===== config.mk =====
export PLATFORM = sky130hd
export DESIGN_NAME = cpu_status_flags
export DESIGN_NICKNAME = d
export VERILOG_FILES = /design/src/core/cpu_status_pkg.sv /design/src/core/reg_access_if.sv /design/src/core/cpu_status_flags.sv /design/src/core/apb_reg_port.sv /design/src/core/irq_sticky.sv
export VERILOG_INCLUDE_DIRS = /design/src /design/src/core
export SDC_FILE = /design/constraint.sdc
export NUM_CORES = 1
export LEC_CHECK = 0
export BUFFER_PORTS_ARGS = -buffer_cell sky130_fd_sc_hd__buf_4
export CAP_MARGIN = 5
export CORE_UTILIZATION = 51
export CTS_BUF_LIST = sky130_fd_sc_hd__clkbuf_16
export DETAILED_ROUTE_END_ITERATION = 7
export GPL_TIMING_DRIVEN = 0
export HOLD_SLACK_MARGIN = 0.03
export PLACE_DENSITY_LB_ADDON = 0.1
export REMOVE_ABC_BUFFERS = 1
export SLEW_MARGIN = 40
export SYNTH_ARGS = -nofsm -noshare
export SYNTH_HDL_FRONTEND = slang
export SYNTH_SLANG_ARGS = --single-unit
export TNS_END_PERCENT = 100

===== constraint.sdc =====
create_clock -name i_mclk -period 4.4 [get_ports i_mclk]
set_input_delay 0.22 -clock i_mclk [delete_from_list [all_inputs] [get_ports i_mclk]]
set_output_delay 0.22 -clock i_mclk [all_outputs]
set_load 0.01 [all_outputs]

===== src/core/cpu_status_defs.svh =====
// Offsets, field positions and reset values of the status-flag block.
// Assumes inclusion by bare name from the core/ folder.
`ifndef CPU_STATUS_DEFS_SVH
`define CPU_STATUS_DEFS_SVH
`define APB_ADDR_W     8
`define OFF_STATUS     8'h00
`define OFF_CORE_CTRL  8'h04
`define OFF_INT_CFG    8'h08
`define OFF_IRQ_STAT   8'h0c
`define OFF_IRQ_CLR    8'h10
`define OFF_IRQ_EN     8'h14
`define ST_ACC_A_OVF   15
`define ST_ACC_B_OVF   14
`define ST_ACC_A_SAT   13
`define ST_ACC_B_SAT   12
`define ST_ANY_OVF     11
`define ST_ANY_SAT     10
`define ST_LOOP        9
`define ST_HALF_CARRY  8
`define ST_PRIO_HI     7
`define ST_PRIO_LO     5
`define ST_REPEAT      4
`define CC_PRIO_EXT    3
`define CFG_NEST_DIS   15
`define STATUS_RESET   16'h0000
`define IRQ_EVENTS     4
`endif


===== src/core/cpu_status_pkg.sv =====
// Types shared by the status-flag block and its helpers.
// Assumes nothing beyond a SystemVerilog compiler.
package cpu_status_pkg;
	// 16-bit data-space word
	typedef logic [15:0] word16_t;
	// Phase of the APB slave
	typedef enum logic {
		APB_IDLE,
		APB_ANSWER
	} apb_phase_t;
endpackage


===== src/core/reg_access_if.sv =====
// Register access strobes between the APB slave and the register file.
// Assumes one clock domain; all signals are sampled on i_mclk.
`timescale 1ns/1ps
`default_nettype none
interface reg_access_if #(
	parameter int ADDR_W = 8
);
	logic              wr;     // Write commit, one cycle
	logic [ADDR_W-1:0] addr;   // Byte address
	logic [31:0]       wdata;  // Write data
	logic [31:0]       rdata;  // Read data of addr
	logic              hit;    // addr is mapped
	// Bus side drives the request
	modport port (output wr, addr, wdata, input rdata, hit);
	// Register side answers
	modport regs (input wr, addr, wdata, output rdata, hit);
endinterface
`default_nettype wire


===== src/core/cpu_status_flags.sv =====
// Processor status-flag register with APB access and event interrupt.
// Assumes the accumulator, loop and ALU inputs are synchronous to i_mclk.
`timescale 1ns/1ps
`default_nettype none
`include "cpu_status_defs.svh"
module cpu_status_flags
	import cpu_status_pkg::*;
#(
	parameter int ADDR_W = `APB_ADDR_W
) (
	// Clock and reset
	input  wire logic                 i_mclk,
	input  wire logic                 i_reset_n,
	// APB slave
	input  wire logic                 i_psel,
	input  wire logic                 i_penable,
	input  wire logic                 i_pwrite,
	input  wire logic [ADDR_W-1:0]    i_paddr,
	input  wire logic [31:0]          i_pwdata,
	output logic                      o_pready,
	output logic [31:0]               o_prdata,
	output logic                      o_pslverr,
	// Accumulator detectors
	input  wire logic                 i_acc_a_ovf,
	input  wire logic                 i_acc_b_ovf,
	input  wire logic                 i_acc_a_sat,
	input  wire logic                 i_acc_b_sat,
	// Loop sequencer
	input  wire logic                 i_hw_loop_active,
	input  wire logic                 i_repeat_active,
	// Integer ALU operands
	input  wire logic                 i_alu_valid,
	input  wire logic                 i_alu_byte,
	input  wire logic                 i_alu_carry_in,
	input  wire cpu_status_pkg::word16_t i_alu_op_a,
	input  wire cpu_status_pkg::word16_t i_alu_op_b,
	// Status and priority
	output cpu_status_pkg::word16_t   o_cpu_status,
	output logic [3:0]                o_irq_priority_level,
	output logic                      o_user_irq_block,
	output logic                      o_irq
);
	// Register access strobes
	reg_access_if #(.ADDR_W(ADDR_W)) bus ();

	// Status fields
	logic       acc_a_overflow_q;    // Bit 15
	logic       acc_b_overflow_q;    // Bit 14
	logic       acc_a_sat_sticky_q;  // Bit 13
	logic       acc_b_sat_sticky_q;  // Bit 12
	logic       any_acc_overflow_q;  // Bit 11
	logic       any_acc_sat_sticky_q;// Bit 10
	logic       hw_loop_active_q;    // Bit 9
	logic       half_carry_q;        // Bit 8
	logic [2:0] prio_low_q;          // Bits 7:5
	logic       repeat_active_q;     // Bit 4
	logic [3:0] nzvc_q;              // Bits 3:0
	logic       priority_ext_bit_q;  // Core control bit 3
	logic       nesting_disable_q;   // Config bit 15

	// Next values
	logic       sat_a_d;
	logic       sat_b_d;
	logic [3:0] ev;                  // Interrupt events
	logic [3:0] irq_stat;
	logic [3:0] irq_en;

	// Decoded strobes
	logic wr_status;
	logic wr_core_ctrl;
	logic wr_int_cfg;

	// ALU sums at three widths
	logic [4:0]  sum_nib;
	logic [8:0]  sum_byte;
	logic [16:0] sum_word;
	logic        hc_d;
	logic [3:0]  nzvc_d;

	// APB front end
	apb_reg_port #(.ADDR_W(ADDR_W)) u_apb (
		.i_mclk    (i_mclk),
		.i_reset_n (i_reset_n),
		.i_psel    (i_psel),
		.i_penable (i_penable),
		.i_pwrite  (i_pwrite),
		.i_paddr   (i_paddr),
		.i_pwdata  (i_pwdata),
		.o_pready  (o_pready),
		.o_prdata  (o_prdata),
		.o_pslverr (o_pslverr),
		.bus       (bus)
	);

	// Write decode; unaligned addresses never match
	assign wr_status    = bus.wr && (bus.addr == ADDR_W'(`OFF_STATUS));
	assign wr_core_ctrl = bus.wr && (bus.addr == ADDR_W'(`OFF_CORE_CTRL));
	assign wr_int_cfg   = bus.wr && (bus.addr == ADDR_W'(`OFF_INT_CFG));

	// Overflow flags are live, so software cannot hold them
	// A overflow tracking
	always_ff @(posedge i_mclk or negedge i_reset_n) begin
		if (!i_reset_n) begin
			acc_a_overflow_q   <= 1'b0;
			acc_b_overflow_q   <= 1'b0;
			any_acc_overflow_q <= 1'b0;
		end else begin
			acc_a_overflow_q   <= i_acc_a_ovf;
			acc_b_overflow_q   <= i_acc_b_ovf;
			any_acc_overflow_q <= i_acc_a_ovf | i_acc_b_ovf;
		end
	end

	// Direct write, or clear through bit 10
	// B saturation sticky
	// Hardware set wins over a same-cycle write
	assign sat_a_d = i_acc_a_sat | (wr_status ?
		(bus.wdata[`ST_ACC_A_SAT] & bus.wdata[`ST_ANY_SAT]) : acc_a_sat_sticky_q);
	assign sat_b_d = i_acc_b_sat | (wr_status ?
		(bus.wdata[`ST_ACC_B_SAT] & bus.wdata[`ST_ANY_SAT]) : acc_b_sat_sticky_q);

	// Sticky saturation and its OR
	// Saturation OR flag
	always_ff @(posedge i_mclk or negedge i_reset_n) begin
		if (!i_reset_n) begin
			acc_a_sat_sticky_q   <= 1'b0;
			acc_b_sat_sticky_q   <= 1'b0;
			any_acc_sat_sticky_q <= 1'b0;
		end else begin
			acc_a_sat_sticky_q   <= sat_a_d;
			acc_b_sat_sticky_q   <= sat_b_d;
			any_acc_sat_sticky_q <= sat_a_d | sat_b_d;
		end
	end

	// Loop activity, never written by software
	// Loop flag read-only
	always_ff @(posedge i_mclk or negedge i_reset_n) begin
		if (!i_reset_n) begin
			hw_loop_active_q <= 1'b0;
			repeat_active_q  <= 1'b0;
		end else begin
			hw_loop_active_q <= i_hw_loop_active;
			repeat_active_q  <= i_repeat_active;
		end
	end

	// Add with carry; subtract is fed as inverted operand and carry in
	assign sum_nib  = {1'b0, i_alu_op_a[3:0]} + {1'b0, i_alu_op_b[3:0]} + {4'h0, i_alu_carry_in};
	assign sum_byte = {1'b0, i_alu_op_a[7:0]} + {1'b0, i_alu_op_b[7:0]} + {8'h00, i_alu_carry_in};
	assign sum_word = {1'b0, i_alu_op_a} + {1'b0, i_alu_op_b} + {16'h0000, i_alu_carry_in};

	// Half carry from fourth or eighth bit
	assign hc_d = i_alu_byte ? sum_nib[4] : sum_byte[8];

	// Negative, signed overflow, zero, carry
	always_comb begin
		if (i_alu_byte) begin
			nzvc_d[3] = sum_byte[7];
			nzvc_d[2] = (i_alu_op_a[7] == i_alu_op_b[7]) && (sum_byte[7] != i_alu_op_a[7]);
			nzvc_d[1] = (sum_byte[7:0] == 8'h00);
			nzvc_d[0] = sum_byte[8];
		end else begin
			nzvc_d[3] = sum_word[15];
			nzvc_d[2] = (i_alu_op_a[15] == i_alu_op_b[15]) && (sum_word[15] != i_alu_op_a[15]);
			nzvc_d[1] = (sum_word[15:0] == 16'h0000);
			nzvc_d[0] = sum_word[16];
		end
	end

	// ALU result outranks a software write in the same cycle
	// Writable low flags
	always_ff @(posedge i_mclk or negedge i_reset_n) begin
		if (!i_reset_n) begin
			half_carry_q <= 1'b0;
			nzvc_q       <= 4'h0;
		end else if (i_alu_valid) begin
			half_carry_q <= hc_d;
			nzvc_q       <= nzvc_d;
		end else if (wr_status) begin
			half_carry_q <= bus.wdata[`ST_HALF_CARRY];
			nzvc_q       <= bus.wdata[3:0];
		end
	end

	// Priority bits locked by nesting disable
	always_ff @(posedge i_mclk or negedge i_reset_n) begin
		if (!i_reset_n) begin
			prio_low_q <= 3'h0;
		end else if (wr_status && !nesting_disable_q) begin
			prio_low_q <= bus.wdata[`ST_PRIO_HI:`ST_PRIO_LO];
		end
	end

	// Core control and nesting configuration
	always_ff @(posedge i_mclk or negedge i_reset_n) begin
		if (!i_reset_n) begin
			priority_ext_bit_q <= 1'b0;
			nesting_disable_q  <= 1'b0;
		end else begin
			if (wr_core_ctrl) begin
				priority_ext_bit_q <= bus.wdata[`CC_PRIO_EXT];
			end
			if (wr_int_cfg) begin
				nesting_disable_q <= bus.wdata[`CFG_NEST_DIS];
			end
		end
	end

	// Rising overflow and fresh saturation raise events
	assign ev = {i_acc_b_sat & ~acc_b_sat_sticky_q,
		i_acc_a_sat & ~acc_a_sat_sticky_q,
		i_acc_b_ovf & ~acc_b_overflow_q,
		i_acc_a_ovf & ~acc_a_overflow_q};

	// Event interrupt
	irq_sticky #(.N(`IRQ_EVENTS)) u_irq (
		.i_mclk    (i_mclk),
		.i_reset_n (i_reset_n),
		.i_event   (ev),
		.i_clr_wr  (bus.wr && (bus.addr == ADDR_W'(`OFF_IRQ_CLR))),
		.i_en_wr   (bus.wr && (bus.addr == ADDR_W'(`OFF_IRQ_EN))),
		.i_wdata   (bus.wdata[3:0]),
		.o_status  (irq_stat),
		.o_enable  (irq_en),
		.o_irq     (o_irq)
	);

	// Status word built from flops only
	assign o_cpu_status = {acc_a_overflow_q, acc_b_overflow_q,
		acc_a_sat_sticky_q, acc_b_sat_sticky_q,
		any_acc_overflow_q, any_acc_sat_sticky_q,
		hw_loop_active_q, half_carry_q, prio_low_q,
		repeat_active_q, nzvc_q};

	assign o_irq_priority_level = {priority_ext_bit_q, prio_low_q};

	assign o_user_irq_block = priority_ext_bit_q;

	// Read mux; clear register reads zero
	always_comb begin
		bus.rdata = 32'h0000_0000;
		bus.hit   = 1'b1;
		case (bus.addr)
			ADDR_W'(`OFF_STATUS):    bus.rdata = {16'h0000, o_cpu_status};
			ADDR_W'(`OFF_CORE_CTRL): bus.rdata[`CC_PRIO_EXT] = priority_ext_bit_q;
			ADDR_W'(`OFF_INT_CFG):   bus.rdata[`CFG_NEST_DIS] = nesting_disable_q;
			ADDR_W'(`OFF_IRQ_STAT):  bus.rdata[3:0] = irq_stat;
			ADDR_W'(`OFF_IRQ_CLR):   bus.rdata = 32'h0000_0000;
			ADDR_W'(`OFF_IRQ_EN):    bus.rdata[3:0] = irq_en;
			default:                 bus.hit = 1'b0;
		endcase
	end
endmodule // cpu_status_flags
`default_nettype wire


===== src/core/apb_reg_port.sv =====
// APB slave that turns transfers into register strobes.
// Assumes a well-behaved APB master on the same clock.
`timescale 1ns/1ps
`default_nettype none
module apb_reg_port
	import cpu_status_pkg::*;
#(
	parameter int ADDR_W = 8
) (
	// Clock and reset
	input  wire logic              i_mclk,
	input  wire logic              i_reset_n,
	// APB
	input  wire logic              i_psel,
	input  wire logic              i_penable,
	input  wire logic              i_pwrite,
	input  wire logic [ADDR_W-1:0] i_paddr,
	input  wire logic [31:0]       i_pwdata,
	output logic                   o_pready,
	output logic [31:0]            o_prdata,
	output logic                   o_pslverr,
	// Register side
	reg_access_if.port             bus
);
	apb_phase_t phase_q;  // One wait state per transfer

	// Offsets need at least five address bits
	if (ADDR_W < 5) begin : g_chk
		$error("ADDR_W too small");
	end

	// Commit only in the cycle that pready is seen high
	assign bus.wr    = (phase_q == APB_ANSWER) & i_psel & i_penable & i_pwrite;
	assign bus.addr  = i_paddr;
	assign bus.wdata = i_pwdata;

	// Answer one cycle into the access phase; data frozen with pready
	always_ff @(posedge i_mclk or negedge i_reset_n) begin
		if (!i_reset_n) begin
			phase_q   <= APB_IDLE;
			o_pready  <= 1'b0;
			o_prdata  <= 32'h0000_0000;
			o_pslverr <= 1'b0;
		end else begin
			case (phase_q)
				APB_IDLE: begin
					if (i_psel && i_penable) begin
						phase_q   <= APB_ANSWER;
						o_pready  <= 1'b1;
						o_prdata  <= i_pwrite ? 32'h0000_0000 : bus.rdata;
						o_pslverr <= ~bus.hit;
					end
				end
				APB_ANSWER: begin
					phase_q   <= APB_IDLE;
					o_pready  <= 1'b0;
					o_pslverr <= 1'b0;
				end
				default: phase_q <= APB_IDLE;
			endcase
		end
	end
endmodule // apb_reg_port
`default_nettype wire


===== src/core/irq_sticky.sv =====
// Sticky event flags, enables and one level interrupt.
// Assumes events are one-cycle pulses on i_mclk.
`timescale 1ns/1ps
`default_nettype none
module irq_sticky #(
	parameter int N = 4
) (
	// Clock and reset
	input  wire logic         i_mclk,
	input  wire logic         i_reset_n,
	// Events and software access
	input  wire logic [N-1:0] i_event,
	input  wire logic         i_clr_wr,
	input  wire logic         i_en_wr,
	input  wire logic [N-1:0] i_wdata,
	// State
	output logic [N-1:0]      o_status,
	output logic [N-1:0]      o_enable,
	output logic              o_irq
);
	logic [N-1:0] status_d;  // Next sticky state

	// An event in the clear cycle survives
	for (genvar g = 0; g < N; g++) begin : g_bit
		assign status_d[g] = i_event[g] | (o_status[g] & ~(i_clr_wr & i_wdata[g]));
	end

	// Sticky flags and enables
	always_ff @(posedge i_mclk or negedge i_reset_n) begin
		if (!i_reset_n) begin
			o_status <= '0;
			o_enable <= '0;
		end else begin
			o_status <= status_d;
			if (i_en_wr) begin
				o_enable <= i_wdata;
			end
		end
	end

	// Registered so the pin never glitches
	always_ff @(posedge i_mclk or negedge i_reset_n) begin
		if (!i_reset_n) begin
			o_irq <= 1'b0;
		end else begin
			o_irq <= |(status_d & (i_en_wr ? i_wdata : o_enable));
		end
	end
endmodule // irq_sticky
`default_nettype wire


==> run metrics, run 1 <==
synth-to-layout area growth=27.6%; Max Cap Violations=0; clock tree root buffer cell=clkbuf_16; PortBufs=105; Rel. slew slack=61.6%; fin nets=524; vias in the first global route=2452; Die Area=6420 um^2; Peak Freq=386 MHz; first-pass GRT wire length=11100 um; Ports=142; post-layout worst setup margin=1.81 ns; n_diodes=0; Seq/Total Area, Yosys=37.0%; VDD IR-drop max=211 uV; starting density of the core=52.8%; die height=80.1 um; CTS H-tree lvls=2; pre-CTS WS=1.50 ns; Post-route DRC=0; Hold Path Class=input pin to flop; WL/cell=13.7 um; static leakage power=2.02 nW; via/cell ratio=5.48; die width=80.1 um; Max FO, Critical Path=5; largest net degree at the start of global routing=47; async set-reset flop share out of synthesis=100%; initial detailed-routing violation count=114; initial antenna violation count=0; post_cts resized=0; worst-case clock skew=0.00452 ns; total number of vias=2725; clock-pin slew on the worst setup and hold paths=0.06 ns; Post-synth top flop=dfrtp_1; final non-filler cell total=497; synthesized cell area=3110 um^2; Worst setup EP type=flop; Post-Syn Area per Cell=9.51 um^2; Clock Latency Late Sink=0.28 ns; final setup vio count=0; EDFF count, synth=0; placed cells=487; clk buf depth=2; setup repair after global routing missed its margin=no; GRT Util Overall=22.1%; Post-DP HPWL=5390 um; Routed WL=6820 um; TritonRoute pass-1 iters=6; CTS tree=done; Setup CP Type=input pin to flop; Rows=28; endpoints failing hold=0; PD cells=268 nW/um^2; Pins Over Slew Limit=0; Slew @ Worst Pin=0.575 ns; CTS sink cnt=46; Layout Utilization=67.5%; remaining global-route overflow=0; share of cells above drive strength 1=32.0%; Yosys Warn Count=0; Setup crit start kind=input pin; setup total negative slack=0 ns; Critical Path AT=2.80 ns; GPL Wtd Cong=0.854; Tmin final=2.59 ns; worst hold margin=0.0382 ns; CP Data Required Time=4.61 ns; Post-DRT Antenna Nets=0; status=finished, final reports clean; TritonCTS Buffers=5; Synth cell types=67; core area=5890 um^2; Final period util=58.9%; #FFs+latches synth=46; cell count after synthesis=327
==> power by group <==
group          internal [W]  switching [W]  leakage [nW]
sequential         0.000437      0.0000110         0.581
combinational      0.000123       0.000134          1.36
clock              0.000208       0.000150        0.0750
==> metrics by stage <==
step,instance area [um^2],total power (W)
finish,3970,0.00106
global route,3970,0.00112
CTS,3970,0.00107
detailed placement,3800,0.000711
global placement,3790,0.000707
floorplan,2910,0.000601
==> cells in the final DEF (no fill, tap or decap), types with 3 or more instances in the layout <==
cell,n
a21o_1,3
a21oi_1,17
a222oi_1,4
a22o_1,12
and3_1,4
buf_4,105
clkbuf_16,5
conb_1,16
dfrtp_1,46
ha_1,15
inv_1,20
mux2_1,5
mux2_2,5
mux2i_1,5
nand2_1,28
nand2b_1,6
nor2_1,20
nor3_1,10
nor3b_1,4
o211ai_1,4
o21a_1,4
o21ai_0,11
o21ai_1,5
o21ai_2,3
o22ai_1,3
o31ai_1,3
or3_1,3
==> path summary, 6_finish.rpt <==
kind | from | endpoint | slack [ns] | cells past startpoint
setup / recovery | i_alu_carry_in | nzvc_q[1]$_DFFE_PN0P_ | 1.81 | 13
hold / removal | i_hw_loop_active | hw_loop_active_q$_DFF_PN0_ | 0.04 | 1
setup reg to reg | u_apb.phase_q$_DFF_PN0_ | u_irq.o_irq$_DFF_PN0_ | 2.52 | 7
hold reg to reg | u_apb.phase_q$_DFF_PN0_ | u_apb.o_pslverr$_DFFE_PN0P_ | 0.46 | 1
max in group asynchronous | i_reset_n | o_user_irq_block$_DFFE_PN0P_ | 3.53 | 2
min in group asynchronous | i_reset_n | u_apb.o_prdata[6]$_DFFE_PN0P_ | 0.47 | 2
==> final cells by class <==
cell class                 instances  area [um^2]
sequential                        46         1150
tap                               75         93.8
clock inverter                     3         17.5
inverter                          19         71.3
multi-input combinational        240         1690
clock buffer                       5          125
fill                             521         1920
timing repair buffer             109          818
==> worst max-delay path, cell delays in order <==
cell	delay, ns
buf_4	0.11
inv_1	0.07
fa_1	0.18
inv_1	0.06
fa_1	0.41
a211oi_1	0.35
o21ai_2	0.11
a21oi_2	0.32
o311ai_4	0.15
mux2i_1	0.15
a2111oi_1	0.36
nand4b_1	0.16
a21oi_1	0.16
==> state kept, by name (all words and copies together) (netlist names), 3 cells and up <==
register,flops
u_apb.o_prdata,16
nzvc_q,4
u_irq.o_enable,4
u_irq.o_status,4
prio_low_q,3
==> cell usage after synthesis (7+ instances only) <==
master | instances | area share (%)
dfrtp_1 | 46 | 37
buf_4 | 30 | 7.2
nand2_1 | 28 | 3.4
nor2_1 | 20 | 2.4
inv_1 | 19 | 2.3
a21oi_1 | 17 | 2.7
ha_1 | 15 | 6.0
a22o_1 | 12 | 3.4
o21ai_0 | 11 | 1.8
nor3_1 | 10 | 1.6
nand2b_1 | 7 | 1.4
==> logic make-up (layout without fill, tap and decap cells) <==
logic type	count (synthesis)	in the layout	share of synthesized area, %
AO/OA/AOI/OAI	92	92	21.8
XOR/XNOR	3	3	0.845
adder cells (fa/ha/maj)	17	17	7.32
buffers and inverters	56	136	10.7
flip-flops	46	46	37.0
multiplexers	17	17	6.19
other	1	16	0.121
AND/OR/NAND/NOR	95	95	16.1
==> metal layers <==
metal  GRT usage (%)  up-vias  wire length, um
li1                -     1340                -
met1            27.3     1275             2810
met2            39.0       98             3500
met3            3.07       12              382
met4            8.21        0              126
met5               0        -                0
==> what timing repair did <==
| item | CTS | global route |
|---|---|---|
| hold buffers | 2 | 0 |
| hold endpoints to repair | 47 | 0 |
| buffers inserted | 0 | 0 |
No activity file was read; power rests on OpenSTA's default activity.
==> run 2: changes to the inputs <==
--- a/config.mk
+++ b/config.mk
@@ -6,9 +6,10 @@
 export SDC_FILE = /design/constraint.sdc
 export NUM_CORES = 1
 export LEC_CHECK = 0
+export ABC_AREA = 1
 export BUFFER_PORTS_ARGS = -buffer_cell sky130_fd_sc_hd__buf_4
 export CAP_MARGIN = 5
-export CORE_UTILIZATION = 51
+export CORE_UTILIZATION = 49
 export CTS_BUF_LIST = sky130_fd_sc_hd__clkbuf_16
 export DETAILED_ROUTE_END_ITERATION = 7
 export GPL_TIMING_DRIVEN = 0
==> constraint.sdc (replaced) <==
create_clock -name i_mclk -period 2.65 [get_ports i_mclk]
set_input_delay 0.1325 -clock i_mclk [delete_from_list [all_inputs] [get_ports i_mclk]]
set_output_delay 0.1325 -clock i_mclk [all_outputs]
set_load 0.01 [all_outputs]
==> run metrics, run 2 <==
status=finished, final reports clean; TritonCTS Buffers=5 (unchanged); commonest cells after routing, fill and taps aside=135 x nand2_1, 105 x buf_4, 76 x inv_1; Routed WL=8580 um (+26%); setup repair after global routing missed its margin=no; fin nets=687 (+31%); TritonRoute pass-1 iters=4 (-2); PortBufs=105 (unchanged); Synth cell types=34 (-49%); pre-CTS WS=0.285 ns (-1.21 ns); core area=6790 um^2 (+15%); Post-Syn Area per Cell=7.06 um^2 (-26%); CTS H-tree lvls=2 (unchanged); Rows=30 (+7.1%); remaining global-route overflow=0 (unchanged); clk buf depth=2 (unchanged); Seq/Total Area, Yosys=33.6% (-3.4 points); async set-reset flop share out of synthesis=100% (unchanged); Ports=142 (unchanged); Tmin final=2.06 ns; n_diodes=0 (unchanged); EDFF count, synth=0 (unchanged); Worst setup EP type=flop; Reg area=1150 um^2 (unchanged); synth-to-layout area growth=27.7% (about the same); max reg flops=16 (unchanged); first-pass GRT wire length=14200 um (+28%); setup total negative slack=0 ns (unchanged); Die Area=7340 um^2 (+14%); Post-DP HPWL=6800 um (+26%); Area contributors post-synth=dfrtp_1 34%, nand2_1 15%, inv_1 8.3%, nand3_1 6.9%, buf_4 6.3%; final setup vio count=0 (unchanged); Clock Latency Late Sink=0.29 ns (about the same); #FFs+latches synth=46 (unchanged); Peak Freq=486 MHz; Critical Path AT=2.28 ns (-0.52 ns); Final period util=77.7%; commonest non-fill, non-tap cell in the layout=nand2_1; clock tree root buffer cell=clkbuf_16; die height=85.7 um (+6.9%); Max FO, Critical Path=5 (unchanged); Setup CP Type=input pin to flop; post-CTS setup buffer count=0 (unchanged); Post-route DRC=0 (unchanged); initial detailed-routing violation count=117 (+2.6%); multi-input combinational cell area=1810 um^2 (+7.0%); post-synth top area share=33.6% (-3.4 points); post-synth top area cell=dfrtp_1; Rel. slew slack=56.0% (-5.7 points); worst path cell trace=buf_4 -> inv_1 -> fa_1 -> inv_1 -> fa_1 -> nand3_1 -> nand3_1 -> nand2_1 -> nand2_1 -> nand2_1 -> nand2_1 -> nand2_1 -> inv_1 -> nand2_1 -> nor2_1 -> nand2_1 -> nand2_1 -> nand2_1 -> a21oi_1; Slew @ Worst Pin=0.660 ns (+0.0844 ns); CTS sink cnt=46 (unchanged); synth cell count leaders=135 x nand2_1, 76 x inv_1, 47 x nand3_1, 46 x dfrtp_1, 38 x o21ai_0; top-count cell post-synth=nand2_1; endpoints failing hold=0 (unchanged); Pins Over Slew Limit=0 (unchanged); Biggest register=u_apb.o_prdata; cell count after synthesis=486 (+49%); starting density of the core=50.5% (-2.4 points); Post-DRT Antenna Nets=0 (unchanged); Post-synth top flop=dfrtp_1; via/cell ratio=4.98 (-9.2%); Filler cells=632 (+21%); initial antenna violation count=0 (unchanged); VDD IR-drop max=257 uV (+22%); GPL Wtd Cong=0.863 (+1.0%); Hold Path Class=input pin to flop; die width=85.7 um (+6.9%); WL/cell=12.6 um (-8.2%); share of cells above drive strength 1=21.9% (-10 points); Setup crit start kind=input pin; Largest stage delay, worst path=0.40 ns (about the same); Top cell by count, worst path=nand2_1; Max Cap Violations=0 (unchanged); PD cells=440 nW/um^2 (+64%); placed cells=668 (+37%); CP Data Required Time=2.87 ns (-1.74 ns); total number of vias=3391 (+24%); post-layout worst setup margin=0.592 ns (-1.22 ns); largest net degree at the start of global routing=47 (unchanged); worst-case clock skew=0.00667 ns (+0.00215 ns); final non-filler cell total=681 (+37%); static leakage power=2.45 nW (+22%); vias in the first global route=3225 (+32%); post_cts resized=0 (unchanged); CTS tree=done; Yosys Warn Count=0 (unchanged); clock-pin slew on the worst setup and hold paths=0.07 ns (about the same); synthesized cell area=3430 um^2 (+10%); slowest CP cell=fa_1; GRT Util Overall=24.3% (+2.2 points)
run 2: cell types whose count changed after synthesis, sizes merged, moves of 7 or more:
cell / previous run / this run
nand3: 1 / 48
nand2: 30 / 140
inv: 19 / 77
nand2b: 8 / 0
nor2: 21 / 31
nand4: 0 / 9
o21ai: 19 / 38
a22o: 12 / 0
mux2: 12 / 3
nor3: 10 / 3
run 2: metal layers:
metal  vias to the layer above  track usage, %  routed length (um)
li1                       1706               -                   -
met3                        15            4.04                 419
met1                      1553            29.6                3690
met5                         -               0                   0
met4                         0            7.88                 171
met2                       117            43.7                4300
run 2: cells by family (layout without fill, tap and decap cells):
| family | count (synthesis) | after routing | synth area share [%] |
|---|---|---|---|
| simple gates | 242 | 242 | 32.2 |
| buf+inv | 111 | 195 | 15.3 |
| compound gates | 59 | 59 | 9.01 |
| flops | 46 | 46 | 33.6 |
| fa+ha+maj | 17 | 17 | 6.64 |
| xor+xnor | 6 | 6 | 1.53 |
| mux | 4 | 4 | 1.61 |
| other cells | 1 | 16 | 0.109 |
run 2: final timing paths:
| path | from | cells after the start | to | slack (ns) |
|---|---|---|---|---|
| worst min register to register | u_apb.phase_q$_DFF_PN0_ | 1 | u_apb.o_pready$_DFFE_PN0P_ | 0.46 |
| worst min-delay path | i_pwrite | 2 | u_apb.o_prdata[2]$_DFFE_PN0P_ | 0.06 |
| worst max-delay path | i_alu_carry_in | 19 | nzvc_q[1]$_DFFE_PN0P_ | 0.59 |
| max in group asynchronous | i_reset_n | 2 | any_acc_sat_sticky_q$_DFF_PN0_ | 1.84 |
| min in group asynchronous | i_reset_n | 2 | o_user_irq_block$_DFFE_PN0P_ | 0.39 |
| worst max register to register | u_apb.phase_q$_DFF_PN0_ | 3 | u_apb.o_prdata[12]$_DFFE_PN0P_ | 0.61 |
run 2: cell type report:
cell class | instances | area share (%)
Clock buffer | 5 | 2.86
Timing Repair Buffer | 110 | 19.1
Tap cell | 96 | 2.74
Multi-Input combinational cell | 344 | 41.4
Clock inverter | 3 | 1.00
Inverter | 77 | 6.60
Sequential cell | 46 | 26.3
run 2: critical path, delay by kind of cell:
kind / cells / cell delay, ns
AOI/OAI and AO/OA: 1 / 0.13
and+or+nand+nor: 12 / 0.99
buffers and inverters: 4 / 0.32
adders and majority gates: 2 / 0.71
run 2: power breakdown:
group	leakage, nW	internal (W)	switching [W]
Sequential	0.579	0.000723	0.0000147
Clock	0.0842	0.000447	0.000271
Combinational	1.79	0.000198	0.000272
run 2: metrics by stage:
step / utilization (%) / hold WS (ns) / area, um^2 / total power [W]
finish: 64.5 / 0.0564 / 4380 / 0.00193
global route: 64.5 / 0.0684 / 4380 / 0.00203
CTS: 64.5 / 0.0518 / 4380 / 0.00193
detailed placement: 61.2 / 0.172 / 4160 / 0.00121
global placement: 61.2 / 0.165 / 4160 / 0.00121
floorplan: - / -0.163 / 3250 / 0.00102
run 2: what timing repair did:
| action | in CTS | in global routing |
|---|---|---|
| endpoints found under the setup margin | 0 | 0 |
| hold buffers | 5 | 0 |
| endpoints found under the hold margin | 50 | 0 |
==> run 3: changes to the inputs <==
--- a/config.mk
+++ b/config.mk
@@ -9,7 +9,7 @@
 export ABC_AREA = 1
 export BUFFER_PORTS_ARGS = -buffer_cell sky130_fd_sc_hd__buf_4
 export CAP_MARGIN = 5
-export CORE_UTILIZATION = 49
+export CORE_UTILIZATION = 44
 export CTS_BUF_LIST = sky130_fd_sc_hd__clkbuf_16
 export DETAILED_ROUTE_END_ITERATION = 7
 export GPL_TIMING_DRIVEN = 0
==> constraint.sdc (replaced) <==
create_clock -name i_mclk -period 1.85 [get_ports i_mclk]
set_input_delay 0.0925 -clock i_mclk [delete_from_list [all_inputs] [get_ports i_mclk]]
set_output_delay 0.0925 -clock i_mclk [all_outputs]
set_load 0.01 [all_outputs]
==> run metrics, run 3 (synthesis results as in run 2) <==
WL/cell=13.0 um (+3.1%); status=finished, final reports clean; Ports=142 (unchanged); R2R Setup Slk=0.11 ns (-0.50 ns); fin nets=694 (+1.0%); Rel. slew slack=60.1% (+4.1 points); final setup vio count=0 (unchanged); Post-DRT Antenna Nets=0 (unchanged); met2 global-route usage=35.8% (-8.0 points); placed cells=671 (+0.45%); Pins Over Slew Limit=0 (unchanged); Tmin final=1.74 ns; share of cells above drive strength 1=25.2% (+3.3 points); static leakage power=2.47 nW (+0.74%); Routed WL=8970 um (+4.6%); Biggest register=u_apb.o_prdata; Clock Latency Late Sink=0.29 ns (about the same); Rows=31 (+3.3%); die height=90.3 um (+5.4%); initial antenna violation count=0 (unchanged); Worst setup EP type=flop; total number of vias=3386 (-0.15%); Power, Total=0.00269 W (+40%); CTS sink cnt=46 (unchanged); Post-route DRC=0 (unchanged); setup total negative slack=0 ns (unchanged); Critical Path Start=u_apb.phase_q$_DFF_PN0_; GRT met3 Usage=3.62% (-0.42 points); VDD IR-drop max=396 uV (+54%); setup repair after global routing missed its margin=yes; Filler cells=716 (+13%); met1 usage=30.6% (+1.0 points); multi-input combinational cell area=1890 um^2 (+4.2%); largest net degree at the start of global routing=47 (unchanged); core area=7410 um^2 (+9.0%); synth-to-layout area growth=31.2%; final non-filler cell total=691 (+1.5%); first-pass GRT wire length=14500 um (+2.0%); Setup CP Type=flop to flop; starting density of the core=46.3% (-4.2 points); clock tree root buffer cell=clkbuf_16; clk buf depth=2 (unchanged); via/cell ratio=4.90 (-1.6%); worst hold margin=0.0348 ns (-0.0216 ns); GPL Wtd Cong=0.834 (-3.3%); clock-pin slew on the worst setup and hold paths=0.07 ns (about the same); Final period util=94.1%; Hold Path Class=input pin to flop; Setup crit start kind=flop; max reg flops=16 (unchanged); GRT Util Overall=22.1% (-2.3 points); busiest grt layer=met2; Post-DP HPWL=6880 um (+1.3%); commonest cells after routing, fill and taps aside=132 x nand2_1, 108 x buf_4, 73 x inv_1; CTS tree=done; Peak Freq=574 MHz; TritonRoute pass-1 iters=5 (+1); Die Area=8150 um^2 (+11%); worst-case clock skew=0.0125 ns (+0.00580 ns); PortBufs=105 (unchanged); commonest non-fill, non-tap cell in the layout=nand2_1; Slew @ Worst Pin=0.599 ns (-0.0610 ns); Critical Path AT=1.92 ns (-0.36 ns); remaining global-route overflow=0 (unchanged); endpoints failing hold=0 (unchanged); initial detailed-routing violation count=139 (+19%); CTS H-tree lvls=2 (unchanged); die width=90.3 um (+5.4%); Max FO, Critical Path=16 (+11); number of cells on the worst reg-to-reg path=4 (+1); PD cells=597 nW/um^2 (+36%); n_diodes=0 (unchanged); Worst R2R End=u_apb.o_prdata[2]$_DFFE_PN0P_; Critical R2R Launch=u_apb.phase_q$_DFF_PN0_; TritonCTS Buffers=5 (unchanged); CP Data Required Time=2.03 ns (-0.84 ns); vias in the first global route=2997 (-7.1%); Setup crit end=u_apb.o_prdata[2]$_DFFE_PN0P_; Reg area=1150 um^2 (unchanged); Max Cap Violations=0 (unchanged)
==> run 3: metrics by stage <==
| step | cell area, um^2 | utilization, % | setup slack [ns] |
|---|---|---|---|
| after floorplan | 3250 | - | -0.0133 |
| after global placement | 4160 | 56.2 | -0.504 |
| after detailed placement | 4160 | 56.2 | -0.462 |
| after CTS | 4410 | 59.5 | -0.0508 |
| after global routing | 4500 | 60.7 | -0.0376 |
| final | 4500 | 60.7 | 0.109 |
==> run 3: layout make-up <==
class	instances	share of cell area [%]
clock inverter	3	0.528
tap	99	2.75
timing repair buffer	116	19.8
timing repair inverter	1	0.111
sequential	46	25.6
inverter	77	6.51
clock buffer	5	2.78
multi-input combinational	344	42.0
==> run 3: critical path, stage by stage (launching register included) <==
cell and delay, ns:
dfrtp_1 0.42, nor2_4 0.41, clkinvlp_2 0.53, nand2_1 0.18, o31ai_1 0.08
==> run 3: worst min path at each step <==
stage / startpoint / endpoint / slack, ns / cells after the start
6_report: i_pwdata[7] / prio_low_q[2]$_DFFE_PN0P_ / 0.03 / 2
3_5_place_dp: i_reset_n / o_user_irq_block$_DFFE_PN0P_ / 0.14 / 1
4_1_cts: i_pwdata[7] / prio_low_q[2]$_DFFE_PN0P_ / 0.03 / 2
3_3_place_gp: i_reset_n / o_user_irq_block$_DFFE_PN0P_ / 0.14 / 1
5_1_grt: i_pwdata[6] / prio_low_q[1]$_DFFE_PN0P_ / 0.04 / 2
2_1_floorplan: i_reset_n / acc_a_overflow_q$_DFF_PN0_ / -0.20 / 0
==> run 3: timing repair <==
item,CTS,global route
hold buffers,7,1
buffers inserted,0,3
gates cloned,0,1
resized for setup,5,17
endpoints found under the hold margin,54,1
pin swaps,0,8
endpoints found under the setup margin,5,5
==> run 3: per-layer routing <==
layer | up-vias | share of wire [%]
met5 | - | 0
met4 | 0 | 1.2
met3 | 9 | 5.6
met2 | 117 | 47
met1 | 1538 | 46
li1 | 1722 | -
==> run 3: power by group <==
part           switching, W  total (W)  internal [W]
logic              0.000413   0.000717      0.000304
registers         0.0000229    0.00106       0.00104
clock network      0.000407   0.000912      0.000506
